## config.mk

```make
export PLATFORM = sky130hd
export DESIGN_NAME = boot_source_strap_decoder
export DESIGN_NICKNAME = d
export VERILOG_FILES = /design/src/core/boot_strap_pkg.sv /design/src/core/pin_sync.sv /design/src/core/boot_source_strap_decoder.sv
export VERILOG_INCLUDE_DIRS = /design/src /design/src/core
export SDC_FILE = /design/constraint.sdc
export NUM_CORES = 1
export LEC_CHECK = 0
export ABC_CLOCK_PERIOD_IN_PS = 1900
export BUFFER_PORTS_ARGS = -buffer_cell sky130_fd_sc_hd__buf_2
export CAP_MARGIN = 20
export CORE_ASPECT_RATIO = 0.7
export CORE_MARGIN = 1
export CORE_UTILIZATION = 52
export CTS_CLUSTER_SIZE = 8
export DETAILED_ROUTE_END_ITERATION = 10
export PLACE_DENSITY = 0.82
export SLEW_MARGIN = 20
export SYNTH_ARGS = -nofsm -noshare
export SYNTH_HDL_FRONTEND = slang
export SYNTH_HIERARCHICAL = 1
export SYNTH_SLANG_ARGS = --single-unit
```

## constraint.sdc

```tcl
create_clock -name clock_i -period 1.9 [get_ports clock_i]
set_input_delay 0 -clock clock_i [delete_from_list [all_inputs] [get_ports clock_i]]
set_output_delay 0 -clock clock_i [all_outputs]
set_load 0.005 [all_outputs]
```

## src/core/boot_strap_map.svh

```systemverilog
// Constants for the boot source strap decoder
`ifndef BOOT_STRAP_MAP_SVH
`define BOOT_STRAP_MAP_SVH

// Boot select code values, selects read as {bit2, bit1, bit0}
`define BOOT_CODE_CARRIER_SATA 3'h0
`define BOOT_CODE_CARRIER_SD 3'h1
`define BOOT_CODE_CARRIER_ESPI 3'h2
`define BOOT_CODE_CARRIER_SPI 3'h3
`define BOOT_CODE_MODULE_NAND 3'h4
`define BOOT_CODE_REMOTE 3'h5
`define BOOT_CODE_MODULE_EMMC 3'h6
`define BOOT_CODE_MODULE_SPI 3'h7
// Reset value of the held code: all selects floating
`define BOOT_CODE_RESET 3'h7
// Settle counter: first value, last value before capture, step
`define SETTLE_START 2'h0
`define SETTLE_LAST 2'h1
`define SETTLE_STEP 2'h1
// Strap vector width and reset value
`define STRAP_WIDTH 8
`define STRAP_RESET 8'h00
// Bit positions inside the strap vector
`define STRAP_SPI_PORT1_SELECT0_STRAP 0
`define STRAP_SPI_PORT0_SELECT1_STRAP 1
`define STRAP_SPI_PORT1_CLOCK_STRAP 2
`define STRAP_UART0_TXD 3
`define STRAP_UART0_RTS 4
`define STRAP_UART2_TXD 5
`define STRAP_UART2_RTS 6
`define STRAP_SPI1_DOUT 7
// Synchroniser reset level: pins idle high through pull-ups
`define SYNC_RESET_HIGH 1'h1
`define SYNC_RESET_LOW 1'h0

`endif

```

## src/core/boot_strap_pkg.sv

```systemverilog
// Types for the boot source strap decoder
package boot_strap_pkg;

    // Decoded boot source
    typedef enum logic [2:0] {
        SRC_CARRIER_SATA,
        SRC_CARRIER_SD,
        SRC_CARRIER_ESPI,
        SRC_CARRIER_SPI,
        SRC_MODULE_NAND,
        SRC_REMOTE,
        SRC_MODULE_EMMC,
        SRC_MODULE_SPI
    } boot_source_t;

    // Sampler sequence
    typedef enum logic [1:0] {
        ST_RESET,
        ST_SETTLE,
        ST_HELD
    } capture_state_t;

endpackage : boot_strap_pkg

```

## src/core/pin_sync.sv

```systemverilog
// Two flip-flop synchroniser for a vector of pin levels
`timescale 1ns/1ns
`default_nettype none

module pin_sync #(
    parameter int WIDTH = 1,
    parameter logic [WIDTH-1:0] RESET_VALUE = '0
) (
    input wire logic clock_i,
    input wire logic rst_i,
    input wire logic [WIDTH-1:0] pin_i,
    output logic [WIDTH-1:0] sync_o
);

    logic [WIDTH-1:0] stage1; // First stage, read only by second
    logic [WIDTH-1:0] next_stage1; // Next first stage
    logic [WIDTH-1:0] next_sync; // Next second stage

    // Next values: shift the pin level along
    always_comb begin
        next_stage1 = pin_i;
        next_sync = stage1;
    end

    // Both stages reset to the idle level
    always_ff @(posedge clock_i or posedge rst_i) begin
        if (rst_i) begin
            stage1 <= RESET_VALUE;
            sync_o <= RESET_VALUE;
        end else begin
            stage1 <= next_stage1;
            sync_o <= next_sync;
        end
    end

endmodule : pin_sync

`default_nettype wire

```

## src/core/boot_source_strap_decoder.sv

```systemverilog
// Boot select and configuration strap sampler and decoder
`timescale 1ns/1ns
`default_nettype none
`include "boot_strap_map.svh"

module boot_source_strap_decoder (
    input wire logic clock_i,
    input wire logic rst_i,
    input wire logic boot_select_bit0_n_i,
    input wire logic boot_select_bit1_n_i,
    input wire logic boot_select_bit2_n_i,
    input wire logic spi_port1_select0_strap_i,
    input wire logic spi_port0_select1_strap_i,
    input wire logic spi_port1_clock_strap_i,
    input wire logic uart0_txd_strap_i,
    input wire logic uart0_rts_strap_i,
    input wire logic uart2_txd_strap_i,
    input wire logic uart2_rts_strap_i,
    input wire logic spi_port1_dout_strap_i,
    output logic strap_pins_input_o,
    output logic [2:0] boot_source_o,
    output logic carrier_spi_fetch_o,
    output logic module_spi_fetch_o,
    output logic [`STRAP_WIDTH-1:0] config_straps_o,
    output logic selection_valid_o
);

    ////////////////////////////////////////////////////////////////////////
    // Decode helper

    // Carrier firmware only for the carrier SPI code; every other code,
    // including the ones that name carrier media, falls back to the
    // on-module SPI flash
    function automatic logic is_carrier_spi(input logic [2:0] code);
        is_carrier_spi = (code == `BOOT_CODE_CARRIER_SPI);
    endfunction : is_carrier_spi

    ////////////////////////////////////////////////////////////////////////
    // Pin synchronisers

    // Selects and straps come from the board, outside the clock domain,
    // so each passes two flip-flops before the sequencer reads it. The
    // selects reset to their pulled-up level so the held code never
    // shows a carrier source before capture.

    logic [2:0] select_pins; // Raw select levels, high means floating
    logic [2:0] select_sync; // Synchronised selects
    logic [`STRAP_WIDTH-1:0] strap_pins; // Raw strap levels
    logic [`STRAP_WIDTH-1:0] strap_sync; // Synchronised straps

    // Selects arrive active low; pulled-up floating reads high
    assign select_pins = {boot_select_bit2_n_i, boot_select_bit1_n_i,
                          boot_select_bit0_n_i};

    // Gather straps into their positions
    always_comb begin
        strap_pins = `STRAP_RESET;
        strap_pins[`STRAP_SPI_PORT1_SELECT0_STRAP] = spi_port1_select0_strap_i;
        strap_pins[`STRAP_SPI_PORT0_SELECT1_STRAP] = spi_port0_select1_strap_i;
        strap_pins[`STRAP_SPI_PORT1_CLOCK_STRAP] = spi_port1_clock_strap_i;
        strap_pins[`STRAP_UART0_TXD] = uart0_txd_strap_i;
        strap_pins[`STRAP_UART0_RTS] = uart0_rts_strap_i;
        strap_pins[`STRAP_UART2_TXD] = uart2_txd_strap_i;
        strap_pins[`STRAP_UART2_RTS] = uart2_rts_strap_i;
        strap_pins[`STRAP_SPI1_DOUT] = spi_port1_dout_strap_i;
    end

    // Select pins idle high through module pull-ups
    pin_sync #(
        .WIDTH(3),
        .RESET_VALUE({3{`SYNC_RESET_HIGH}})
    ) select_sync_inst (
        .clock_i(clock_i),
        .rst_i(rst_i),
        .pin_i(select_pins),
        .sync_o(select_sync)
    );

    // Strap pins, read while their drivers are off
    pin_sync #(
        .WIDTH(`STRAP_WIDTH),
        .RESET_VALUE(`STRAP_RESET)
    ) strap_sync_inst (
        .clock_i(clock_i),
        .rst_i(rst_i),
        .pin_i(strap_pins),
        .sync_o(strap_sync)
    );

    ////////////////////////////////////////////////////////////////////////
    // Capture sequencer

    // Leaving reset the sequencer spends two edges letting both
    // synchronisers fill with levels taken after release, captures on
    // the third edge and then holds everything until the next reset.
    // Pin levels seen while reset is still asserted are never used: the
    // synchronisers sit in reset then, so the carrier must keep its
    // grounds and floats steady from release through the capture edge.
    // Later pin changes are ignored without any indication.

    // Sequencer position
    boot_strap_pkg::capture_state_t state; // Sequencer state
    boot_strap_pkg::capture_state_t next_state; // Next sequencer state
    logic [1:0] settle; // Settle edges after the first edge since release
    logic [1:0] next_settle; // Next settle count

    // Held selection
    logic [2:0] code; // Held select code
    logic [2:0] next_code; // Next held code
    logic [`STRAP_WIDTH-1:0] straps; // Held strap values
    logic [`STRAP_WIDTH-1:0] next_straps; // Next held straps

    // Pin direction and fetch decisions
    logic pins_input; // Strap pins released as inputs
    logic next_pins_input; // Next release flag
    logic carrier_fetch; // Carrier SPI chosen
    logic next_carrier_fetch; // Next carrier choice
    logic module_fetch; // On-module SPI flash chosen
    logic next_module_fetch; // Next module choice
    logic valid; // Selection captured
    logic next_valid; // Next captured flag

    // Wait for synchronisers to fill with post-reset levels, then hold
    always_comb begin
        // Everything keeps its value unless a branch says otherwise
        next_state = state;
        next_settle = settle;
        next_code = code;
        next_straps = straps;
        next_pins_input = pins_input;
        next_carrier_fetch = carrier_fetch;
        next_module_fetch = module_fetch;
        next_valid = valid;
        case (state)
            boot_strap_pkg::ST_RESET: begin
                // First edge after release: sampling window opens
                next_state = boot_strap_pkg::ST_SETTLE;
                next_settle = `SETTLE_START;
            end
            boot_strap_pkg::ST_SETTLE: begin
                // Two edges fill the synchroniser
                if (settle == `SETTLE_LAST) begin
                    // Capture edge: take code and straps together
                    next_state = boot_strap_pkg::ST_HELD;
                    next_code = select_sync;
                    next_straps = strap_sync;
                    // Exactly one of the two fetch paths is chosen
                    next_carrier_fetch = is_carrier_spi(select_sync);
                    next_module_fetch = ~is_carrier_spi(select_sync);
                    next_valid = 1'h1;
                    next_pins_input = 1'h0; // Straps taken; pins may drive
                end else begin
                    // Still filling
                    next_settle = settle + `SETTLE_STEP;
                end
            end
            boot_strap_pkg::ST_HELD: begin
                // Ignore later pin changes until reset
                next_state = boot_strap_pkg::ST_HELD;
            end
            default: begin
                // Unused encoding: restart the capture
                next_state = boot_strap_pkg::ST_RESET;
            end
        endcase
    end

    // Register sequencer state; reset holds straps as inputs
    always_ff @(posedge clock_i or posedge rst_i) begin
        if (rst_i) begin
            // Nothing captured, module SPI code, pins kept as inputs
            state <= boot_strap_pkg::ST_RESET;
            settle <= `SETTLE_START;
            code <= `BOOT_CODE_RESET;
            straps <= `STRAP_RESET;
            pins_input <= 1'h1;
            carrier_fetch <= 1'h0;
            module_fetch <= 1'h0;
            valid <= 1'h0;
        end else begin
            // Normal running: take the next values
            state <= next_state;
            settle <= next_settle;
            code <= next_code;
            straps <= next_straps;
            pins_input <= next_pins_input;
            carrier_fetch <= next_carrier_fetch;
            module_fetch <= next_module_fetch;
            valid <= next_valid;
        end
    end

    ////////////////////////////////////////////////////////////////////////
    // Outputs, straight from flip-flops

    // Every output is a plain register, so the pin direction and the
    // fetch choice never glitch while the decode above settles.

    // Pin direction
    assign strap_pins_input_o = pins_input;
    // Held boot source code
    assign boot_source_o = code;
    // Carrier SPI device chosen
    assign carrier_spi_fetch_o = carrier_fetch;
    // On-module SPI flash chosen
    assign module_spi_fetch_o = module_fetch;
    // Held configuration straps
    assign config_straps_o = straps;
    // Capture has happened
    assign selection_valid_o = valid;

endmodule : boot_source_strap_decoder

`default_nettype wire

```

* Word level (Yosys, flattened, before mapping)
Cells that the tools add are included.
** Word-level totals
- RAM bits :: 0
- Memories :: 0
- Word-level logic and storage cells :: 28
- Register bits :: 41
- ROM bits :: 0
- Bits in latches :: 0
- Output and inout bits :: 15
** Operators by class
- Shifts and indexed selects :: 0
- Magnitude comparators :: 0
- Bitwise logic cells :: 1
- Multipliers :: 0
- Add/subtract/negate cells :: 1
- Div/mod/pow operators :: 0
- Multiplexer cells :: 4
- Equal/unequal tests :: 6
- Reduce and logical (&&, ||, !) cells :: 4
** Operators with widths (count)
- $pmux W2 S3 :: 1
- $eq A2 B1 Y1 const B :: 2
- $mux W2 :: 2
- $ne A2 B2 Y1 const B :: 2
- $pmux W2 S2 :: 1
- $reduce_and A2 Y1 :: 2
- $eq A3 B2 Y1 const B :: 1
- $add A2 B1 Y2 const B :: 1
- $eq A2 B2 Y1 const B :: 1
- $logic_not A2 Y1 :: 1
- $reduce_bool A2 Y1 :: 1
- $not A1 Y1 :: 1

* Longest topological paths before layout
Gate-level depths: netlist of run 1.
- Depth after elaboration :: 3
- Depth in mapped cells :: 6

* Hierarchy
Netlist of run 1, hierarchy kept.
** Modules (own cells, without submodules)
- boot_source_strap_decoder :: cells an instance 56, seq. area each 480.5 sq um, times used 1, area an instance 797.0 sq um
- pin_sync at strap_sync_inst :: cells an instance 17, seq. area each 400.4 sq um, times used 1, area an instance 404.1 sq um
- pin_sync at select_sync_inst :: cells an instance 7, seq. area each 157.7 sq um, times used 1, area an instance 161.4 sq um

* Least setup slack after synthesis of run 1
Ideal clock, no wire load.
- Path kind :: reg2reg
- Start point :: reg settle[0]
- End point :: reg straps[0] (netlist: config_straps_o[0])
- Required time :: 1.775 ns
- Cell stages (with the launch flop) :: 5
- Clock period less this slack :: 1.365 ns
- Arrival time :: 1.240 ns
- Setup slack :: 0.535 ns
- Library setup time :: 0.125 ns
- Cell sequence :: dfrtp_1 > ha_1 > nand2_2 > buf_6 > mux2_4
** Between the ends
- Longest elaborated chain between the ends :: 2
** Ends and longest elaborated chain
- start, declared :: RTL line boot_source_strap_decoder.sv:104 : logic [1:0] settle;
- start signal, assigned :: RTL line boot_source_strap_decoder.sv:173 : settle <= `SETTLE_START;
- start signal, assigned :: RTL line boot_source_strap_decoder.sv:183 : settle <= next_settle;
- $eq A2 B1 Y1 (no source line)
- $reduce_and A2 Y1 (no source line)
- end signal, assigned :: RTL line boot_source_strap_decoder.sv:175 : straps <= `STRAP_RESET;
- end signal, assigned :: RTL line boot_source_strap_decoder.sv:185 : straps <= next_straps;
- end, declared :: RTL line boot_source_strap_decoder.sv:110 : logic [`STRAP_WIDTH-1:0] straps;
Every way passes these cells.
A chain may end at the register's enable or synchronous reset.

* Final worst setup path of run 1
- Start point :: reg settle[0]
- End point :: reg straps[4] (netlist: config_straps_o[4])
The elaborated chain is that of the path after synthesis.

==> results.py, run 1 <==
metrics = {
    "synthesis": {
        "synth_area_leaders": "dfrtp_1, dfstp_2, mux2_4",
        "synth_area_um2": 1360,
        "synth_seq_area_share": 0.762,
        "synth_fp_nets": 96,
        "synth.distinct_cells": 20,
        "yosysTopAreaCellShare": 0.569,
        "yosysTopAreaCell": "dfrtp_1",
        "yosys_warnings": 6,
        "synth-seq-cells": 41,
        "synth_cells": 80,
        "syn_avg_cell_area_um2": 17.0,
    },
    "floorplanning": {
        "core_area_um2": 2480,
        "start_util": 0.550,
        "die_w_um": 63.2,
        "fp-row-count": 15,
        "io-pin-count": 28,
        "die_h_um": 44.8,
        "die-area_um2": 2830,
    },
    "critical_path": {
        "critPathCaptureType": "register",
        "critPathKind": "reg2reg",
        "cp.arrival_ps": 1710,
        "crit_fanout": 15,
        "cp-start-kind": "register",
        "required_ps": 2080,
    },
    "power_and_ir_drop": {
        "power_per_cell_area_nw_per_um2": 977,
        "irDropWorstVdd_mv": 0.718,
        "p_leak_nw": 0.852,
    },
    "clock_network": {
        "clock-sinks": 41,
        "cts_buffers": 5,
        "worstSkewPairLatency_ps": 290,
        "post_cts_buffers": 0,
        "root_buffer": "clkbuf_8",
        "cts_tree": "done",
        "clk_pin_slew_ps": 80,
        "h-tree-depth": 2,
        "cts-resized-gates": 0,
        "ctsLongestPathBuffers": 2,
    },
    "cells_and_area": {
        "layout-drive-gt1-share": 0.452,
        "final_cell_mix": "dfrtp_1, buf_2, dlygate4sd3_1, dfstp_2",
        "regArea_um2": 1040,
        "fin_cells": 160,
        "fin_area_um2": 1770,
        "n_antenna_cell": 0,
        "n_fill_cell": 179,
        "final_common_cell": "dfrtp_1",
        "nNetsFinal": 141,
        "multi_input_area_um2": 290,
        "syn2layout_area_growth_pct": 29.6,
    },
    "global_routing": {
        "gr-usage-all-layers": 0.185,
        "grt_pass1_vias": 776,
        "grt_pass1_wl_mm": 3.53,
        "met1_usage": 0.201,
        "met3_usage": 0.0833,
        "antenna_found_initial": 0,
        "grt_max_degree": 20,
        "met2_usage": 0.323,
        "grt.busiest_layer": "met2",
        "grt_overflow_total": 0,
    },
    "sta": {
        "fin_worst_skew_ps": 8.10,
        "post-route-period-util": 0.805,
        "hold_viol_final": 0,
        "finalWorstSetupSlack_ps": 370,
        "maxSlewHeadroom": 0.531,
        "rsz0062_at_grt": "no",
        "setup-violations-final": 0,
        "finalCriticalPeriod_ps": 1530,
        "holdWs_ps": 331,
        "fmax_ghz": 0.653,
        "finalMaxSlewViolations": 0,
        "fin_setup_tns_ps": 0,
        "tightestPinTransition_ps": 702,
    },
    "detailed_routing": {
        "vias": 732,
        "vias_per_cell": 4.58,
        "drc": 0,
        "initialDrtViolationCount": 10,
        "routed_wl_mm": 2.23,
        "wl_per_cell_um": 13.9,
        "drt_pass1_iterations": 4,
        "antenna_left": 0,
    },
    "placed_design": {
        "gp_congestion": 0.702,
        "dp_slack_ps": 389,
        "place_inst": 140,
        "dp_hpwl_mm": 1.39,
        "placed_cell_area_um2": 1530,
        "port_buffers": 27,
    },
    "hold_path": {
        "hp-class": "in2async",
    },
    "flow_run": {
        "cap_violations": 0,
    },
    "status": {
        "status": "complete, no violations",
    },
}
## where the power goes
group	switching [W]	internal (W)	leakage, nW
sequential	0.0000155	0.000917	0.462
clock	0.000282	0.000428	0.0585
combinational	0.0000341	0.0000470	0.332
## state kept, by name (all words and copies together) (netlist names), 2 cells and up
register / flops
config_straps_o: 8
state: 2
select_sync_inst/sync_o: 3
settle: 2
strap_sync_inst/sync_o: 8
select_sync_inst/next_sync: 3
boot_source_o: 3
strap_sync_inst/next_sync: 8
## synth_stat cells, drive strengths merged
| cell type | count |
|---|---|
| a21oi | 2 |
| dfrtp | 31 |
| nand2 | 4 |
| buf | 1 |
| and2 | 1 |
| o22ai | 1 |
| o21ai | 2 |
| nand2b | 1 |
| ha | 3 |
| a22o | 1 |
| inv | 6 |
| mux2 | 11 |
| a21o | 1 |
| dfstp | 10 |
| xnor2 | 1 |
| or2b | 1 |
| nor2 | 2 |
| nor3 | 1 |
## per-layer routing
layer / share of wire / wire, um
met4: 0.013 / 29
met1: 0.42 / 931
met2: 0.53 / 1180
met5: 0 / 0
met3: 0.038 / 85
## worst max-delay path: stages, from the launching register on
cell     delay [ps]
dfrtp_1         410
ha_1            270
nand2_2         340
mux2_2          400
## final timing paths
kind,startpoint,end,slack [ps],cells after the start
setup / recovery,settle[0],config_straps_o[4],370,3
hold / removal,rst_i,strap_sync_inst/next_sync[1],330,3
setup reg to reg,settle[0],config_straps_o[4],370,3
hold reg to reg,strap_sync_inst/next_sync[2],strap_sync_inst/sync_o[2],350,0
max in group asynchronous,rst_i,config_straps_o[6],1080,3
min in group clock_i,strap_sync_inst/next_sync[2],strap_sync_inst/sync_o[2],350,0
## through the flow
step / utilization / power [W]
2_1_floorplan: - / 0.000975
3_3_place_gp: 0.617 / 0.00101
3_5_place_dp: 0.617 / 0.00101
4_1_cts: 0.713 / 0.00173
5_1_grt: 0.713 / 0.00178
6_report: 0.713 / 0.00172
## repair_timing
| action | in CTS | in global routing |
|---|---|---|
| hold buffers | 12 | 0 |
| hold endpoints to repair | 48 | 0 |
| endpoints found under the setup margin | 0 | 0 |
## kinds of logic (layout without fill, tap and decap cells)
kind of cell / Yosys count / in the layout / share of synthesized area
compound gates: 7 / 7 / 0.0312
xor+xnor: 1 / 1 / 0.00643
fa+ha+maj: 3 / 3 / 0.0276
buf+inv: 7 / 53 / 0.0248
flops: 41 / 41 / 0.762
mux: 11 / 11 / 0.107
simple gates: 10 / 10 / 0.0404
## area by class of cell
class / count / area share
multi-input combinational: 32 / 0.164
inverter: 6 / 0.0128
clock buffer: 7 / 0.0489
tap: 34 / 0.0241
sequential: 41 / 0.588
clock inverter: 1 / 0.0170
timing repair buffer: 39 / 0.145
Power figures use the tool's default switching activity.
==> run 2, diff against run 1 <==
--- a/config.mk
+++ b/config.mk
@@ -6,15 +6,16 @@
 export SDC_FILE = /design/constraint.sdc
 export NUM_CORES = 1
 export LEC_CHECK = 0
-export ABC_CLOCK_PERIOD_IN_PS = 1900
+export ABC_AREA = 1
+export ABC_CLOCK_PERIOD_IN_PS = 1300
 export BUFFER_PORTS_ARGS = -buffer_cell sky130_fd_sc_hd__buf_2
 export CAP_MARGIN = 20
 export CORE_ASPECT_RATIO = 0.7
 export CORE_MARGIN = 1
-export CORE_UTILIZATION = 52
+export CORE_UTILIZATION = 47
 export CTS_CLUSTER_SIZE = 8
 export DETAILED_ROUTE_END_ITERATION = 10
-export PLACE_DENSITY = 0.82
+export PLACE_DENSITY = 0.79
 export SLEW_MARGIN = 20
 export SYNTH_ARGS = -nofsm -noshare
 export SYNTH_HDL_FRONTEND = slang
==> constraint.sdc (replaced) <==
create_clock -name clock_i -period 1.3 [get_ports clock_i]
set_input_delay 0 -clock clock_i [delete_from_list [all_inputs] [get_ports clock_i]]
set_output_delay 0 -clock clock_i [all_outputs]
set_load 0.005 [all_outputs]
==> run 2 against run 1 <==
  * Via count increased by 19%
  * Sequential share of layout area decreased by 0.98 points
  * First-iteration DRC count increased to 3.6 times the previous value
  * Synthesized cell count increased by 41%
==> results.py, run 2 <==
metrics = {
    "sta": {
        "finalMaxSlewViolations": 0,
        "tightestPinTransition_ps": 582,
        "setup-violations-final": 0,
        "post-route-period-util": 0.930,
        "maxSlewHeadroom": 0.611,
        "holdWs_ps": 276,
        "hold_viol_final": 0,
        "fin_worst_skew_ps": 4.14,
        "rsz0062_at_grt": "no",
        "finalCriticalPeriod_ps": 1210,
        "fmax_ghz": 0.827,
        "fin_setup_tns_ps": 0,
    },
    "synthesis": {
        "yosysTopAreaCellShare": 0.570,
        "synth_fp_nets": 129,
        "yosys_warnings": 6,
        "synth_cells": 113,
        "yosysTopAreaCell": "dfrtp_1",
        "synth_area_leaders": "dfrtp_1, dfstp_2, nand2_1",
        "synth_edf_count": 0,
        "synth_seq_area_share": 0.764,
        "synth-async-reset-ratio": 1.00,
        "synth_most_common_cell": "nand2_1",
        "synth.distinct_cells": 13,
        "synth_area_um2": 1360,
        "synth_common_cells": "nand2_1, dfrtp_1, inv_1",
        "synthFlopType": "dfrtp_1",
        "synth-seq-cells": 41,
        "syn_avg_cell_area_um2": 12.0,
    },
    "power_and_ir_drop": {
        "power_per_cell_area_nw_per_um2": 1480,
        "p_total_w": 0.00265,
        "irDropWorstVdd_mv": 1.08,
        "p_leak_nw": 0.926,
    },
    "critical_path": {
        "cp-start-kind": "register",
        "critPathCaptureType": "register",
        "required_ps": 1460,
        "cp.arrival_ps": 1370,
        "critPathKind": "reg2reg",
        "crit_fanout": 13,
    },
    "detailed_routing": {
        "vias": 868,
        "initialDrtViolationCount": 36,
        "routed_wl_mm": 2.27,
        "vias_per_cell": 4.45,
        "drc": 0,
        "drt_pass1_iterations": 4,
        "wl_per_cell_um": 11.6,
        "antenna_left": 0,
    },
    "floorplanning": {
        "die_w_um": 66.3,
        "die-area_um2": 3120,
        "io-pin-count": 28,
        "fp-row-count": 15,
        "core_area_um2": 2590,
        "start_util": 0.525,
        "die_h_um": 47.0,
    },
    "cells_and_area": {
        "fin_area_um2": 1800,
        "n_antenna_cell": 0,
        "syn2layout_area_growth_pct": 32.0,
        "multi_input_area_um2": 250,
        "fin_util": 0.693,
        "nNetsFinal": 176,
        "final_common_cell": "nand2_1",
        "final_cell_mix": "nand2_1, dfrtp_1, buf_2, inv_1, dlygate4sd3_1",
        "regArea_um2": 1040,
        "n_fill_cell": 191,
        "layout-drive-gt1-share": 0.317,
    },
    "placed_design": {
        "dp_hpwl_mm": 1.53,
        "placed_cell_area_um2": 1540,
        "port_buffers": 27,
        "gp_congestion": 0.736,
    },
    "global_routing": {
        "gr-usage-all-layers": 0.172,
        "grt_max_degree": 20,
        "grt_pass1_vias": 792,
        "grt_overflow_total": 0,
        "grt_pass1_wl_mm": 3.56,
        "antenna_found_initial": 0,
    },
    "clock_network": {
        "h-tree-depth": 2,
        "cts_buffers": 5,
        "worstSkewPairLatency_ps": 290,
        "root_buffer": "clkbuf_8",
        "ctsLongestPathBuffers": 2,
        "clk_pin_slew_ps": 80,
        "clock-sinks": 41,
        "cts_tree": "done",
    },
    "status": {
        "status": "complete, no violations",
    },
    "flow_run": {
        "cap_violations": 0,
    },
    "hold_path": {
        "hp-class": "in2async",
    },
}
run 2: changes by cell type after synthesis, sizes merged, moves of 3 or more:
cell and delta:
inv +8, mux2 -11, nand3 +3, nand2 +37
run 2: timing repair:
action | CTS | global route
buffers inserted | 0 | 0
hold buffers | 12 | 0
gates resized for setup | 0 | 0
endpoints found under the hold margin | 52 | 0
run 2: cell type report:
class,count,share of cell area
sequential,41,0.578
timing repair buffer,42,0.155
multi-input combinational,56,0.139
clock buffer,5,0.0383
clock inverter,3,0.0362
inverter,14,0.0293
tap,34,0.0237
run 2: worst max-delay path, stage by stage (launching register included):
cell     delay [ps]
dfrtp_1         370
inv_1           100
ha_1            220
nand2_2          80
buf_4           180
nand2_1          60
o21ai_0          80
run 2: kinds of logic (layout without fill, tap and decap cells):
logic type	after synthesis	count (layout)	share of synthesized area
flip-flops	41	41	0.764
buffers and inverters	16	64	0.0524
adder cells (fa/ha/maj)	3	3	0.0276
AO/OA/AOI/OAI	4	4	0.0147
AND/OR/NAND/NOR	49	49	0.142
run 2: stage by stage:
step	setup WS (ps)	instances
finish	90.5	195
global route	12.0	195
CTS	85.2	195
detailed placement	98.8	175
global placement	162	175
floorplan	170	113
run 2: path summary, 6_finish.rpt:
path,slack [ps],from,end,depth (start not counted)
hold reg to reg,350,strap_sync_inst/next_sync[6],strap_sync_inst/sync_o[6],0
setup reg to reg,90,state[1],carrier_spi_fetch_o,6
min in group clock_i,340,spi_port1_clock_strap_i,strap_sync_inst/next_sync[2],2
setup / recovery,90,state[1],carrier_spi_fetch_o,6
max in group asynchronous,600,rst_i,strap_sync_inst/sync_o[0],3
hold / removal,280,rst_i,config_straps_o[7],4
run 2: routing by layer:
metal,GRT usage,share of wire
met4,0.0766,0.012
met1,0.189,0.42
met5,0,0
met2,0.300,0.52
met3,0.0728,0.049
run 2: power breakdown:
group / leakage [nW] / total (W) / switching, W / internal, W
combinational: 0.396 / 0.000114 / 0.0000539 / 0.0000604
clock: 0.0681 / 0.00117 / 0.000412 / 0.000762
sequential: 0.462 / 0.00136 / 0.0000197 / 0.00134
==> run 3, diff against run 2 <==
--- a/config.mk
+++ b/config.mk
@@ -7,15 +7,16 @@
 export NUM_CORES = 1
 export LEC_CHECK = 0
 export ABC_AREA = 1
-export ABC_CLOCK_PERIOD_IN_PS = 1300
+export ABC_CLOCK_PERIOD_IN_PS = 1470
 export BUFFER_PORTS_ARGS = -buffer_cell sky130_fd_sc_hd__buf_2
 export CAP_MARGIN = 20
 export CORE_ASPECT_RATIO = 0.7
 export CORE_MARGIN = 1
-export CORE_UTILIZATION = 47
+export CORE_UTILIZATION = 56
+export CTS_BUF_LIST = sky130_fd_sc_hd__clkbuf_16
 export CTS_CLUSTER_SIZE = 8
 export DETAILED_ROUTE_END_ITERATION = 10
-export PLACE_DENSITY = 0.79
+export PLACE_DENSITY = 0.87
 export SLEW_MARGIN = 20
 export SYNTH_ARGS = -nofsm -noshare
 export SYNTH_HDL_FRONTEND = slang
==> constraint.sdc (replaced) <==
create_clock -name clock_i -period 1.47 [get_ports clock_i]
set_input_delay 0 -clock clock_i [delete_from_list [all_inputs] [get_ports clock_i]]
set_output_delay 0 -clock clock_i [all_outputs]
set_load 0.005 [all_outputs]
==> run 3 against run 2 <==
  * Design area down 0.77%
  * Clock power down 15%
  * Global-route usage is 5.9 points higher
  * Non-clock buffer count decreased by 2
  * Sequential cell count did not move
  * Count of clock-buffer cells in the layout stayed put
  * First-iteration DRC count grew 72%
  * Critical path depth is 2 lower
==> results.py, run 3 (synthesized netlist as in run 2, its figures left out) <==
metrics = {
    "sta": {
        "fmax_ghz": 0.799,
        "fin_worst_skew_ps": 4.21,
        "rsz0062_at_grt": "no",
        "fin_setup_tns_ps": 0,
        "maxSlewHeadroom": 0.530,
        "finalMaxSlewViolations": 0,
        "tightestPinTransition_ps": 705,
        "post-route-period-util": 0.852,
        "hold_viol_final": 0,
        "setup-violations-final": 0,
        "finalCriticalPeriod_ps": 1250,
        "holdWs_ps": 347,
    },
    "floorplanning": {
        "start_util": 0.611,
        "io-pin-count": 28,
        "die_h_um": 43.2,
        "die_w_um": 60.9,
        "core_area_um2": 2220,
        "fp-row-count": 14,
        "die-area_um2": 2630,
    },
    "power_and_ir_drop": {
        "p_leak_nw": 0.924,
        "seqPwrFrac": 0.523,
        "p_int_w": 0.00185,
        "power_per_cell_area_nw_per_um2": 1300,
        "switchingPower_w": 0.000457,
        "switching_share": 0.198,
        "combinationalPowerShare": 0.043,
        "power.share.clock": 0.433,
        "irDropWorstVdd_mv": 1.07,
    },
    "global_routing": {
        "gr-usage-all-layers": 0.231,
        "grt_pass1_wl_mm": 3.91,
        "grt_pass1_vias": 903,
        "grt_max_degree": 20,
        "antenna_found_initial": 0,
        "grt_overflow_total": 0,
    },
    "critical_path": {
        "r2r_slack_ps": 220,
        "crit_family": "flip-flops",
        "path_cells": "ha_1 -> nand2_2 -> inv_2 -> or2_2",
        "crit_buf_inv": 1,
        "reg2reg_from": "settle[0]",
        "cp.arrival_ps": 1410,
        "cp-start-kind": "register",
        "critPathKind": "reg2reg",
        "ff2ff_path_depth": 4,
        "slowest_delay_ps": 410,
        "critPathCaptureType": "register",
        "slowest_stage": "dfrtp_1",
        "crit_start": "settle[0]",
        "required_ps": 1630,
        "r2r_end": "selection_valid_o",
        "crit_fanout": 12,
    },
    "clock_network": {
        "clock-sinks": 41,
        "h-tree-depth": 2,
        "cts_buffers": 5,
        "ctsLongestPathBuffers": 2,
        "worstSkewPairLatency_ps": 280,
        "clk_pin_slew_ps": 50,
        "root_buffer": "clkbuf_16",
        "cts_tree": "done",
        "cts-resized-gates": 0,
    },
    "status": {
        "status": "complete, no violations",
    },
    "detailed_routing": {
        "vias": 912,
        "routed_wl_mm": 2.45,
        "drt_pass1_iterations": 4,
        "initialDrtViolationCount": 62,
        "wl_per_cell_um": 12.8,
        "antenna_left": 0,
        "wl_met3_um": 150,
        "drc": 0,
        "top_layer_used": "met4",
        "wl_met2_mm": 1.29,
        "met1Wirelength_um": 964,
        "vias_per_cell": 4.77,
    },
    "placed_design": {
        "gp_congestion": 0.722,
        "port_buffers": 27,
        "dp_hpwl_mm": 1.57,
    },
    "cells_and_area": {
        "nNetsFinal": 174,
        "final_common_cell": "nand2_1",
        "final_cell_mix": "nand2_1, dfrtp_1, buf_2, inv_1, dlygate4sd3_1",
        "n_antenna_cell": 0,
        "syn2layout_area_growth_pct": 31.0,
        "layout-drive-gt1-share": 0.296,
    },
    "hold_path": {
        "hp-class": "in2async",
    },
    "flow_run": {
        "cap_violations": 0,
    },
}
[run 3: power groups by stage]
stage	combinational, W	sequential (W)	clock, W
finish	0.000100	0.00121	0.00100
detailed placement	0.0000770	0.00123	0
global placement	0.0000725	0.00122	0
CTS	0.000102	0.00121	0.00102
floorplan	0.0000320	0.00122	0
global route	0.000113	0.00121	0.00107
[run 3: metrics by stage]
| step | power [W] | cells | utilization | instance area, um2 | setup slack [ps] |
|---|---|---|---|---|---|
| after floorplan | 0.00125 | 113 | - | 1360 | 340 |
| after global placement | 0.00130 | 171 | 0.685 | 1520 | 297 |
| after detailed placement | 0.00130 | 171 | 0.685 | 1520 | 209 |
| after CTS | 0.00233 | 191 | 0.801 | 1780 | 214 |
| after global routing | 0.00240 | 191 | 0.801 | 1780 | 127 |
| final | 0.00231 | 191 | 0.801 | 1780 | 218 |
[run 3: area by class of cell]
class | instances | area (um2)
Clock inverter | 3 | 12.5
Sequential cell | 41 | 1040
Multi-Input combinational cell | 56 | 250
Clock buffer | 5 | 125
Inverter | 14 | 52.6
Timing Repair Buffer | 40 | 263
Fill cell | 135 | 443
Tap cell | 32 | 40.0
[run 3: worst min-delay path: cells and delay by family]
kind / cells / cell delay (ps)
buf+inv: 3 / 1100
[run 3: worst max-delay path by stage]
stage / cells past startpoint / endpoint
floorplan: 4 / selection_valid_o
global route: 6 / carrier_spi_fetch_o
global placement: 4 / selection_valid_o
CTS: 4 / selection_valid_o
detailed placement: 4 / selection_valid_o
finish: 4 / selection_valid_o
[run 3: repair_timing]
item | CTS | global route
hold endpoints to repair | 48 | 0
hold buffers | 12 | 0
setup buffers | 0 | 0
[run 3: metal layers]
metal / vias to the layer above / global-route usage
met5: - / 0
met4: 0 / 0.0909
met3: 6 / 0.125
met2: 37 / 0.378
met1: 444 / 0.249
li1: 425 / -
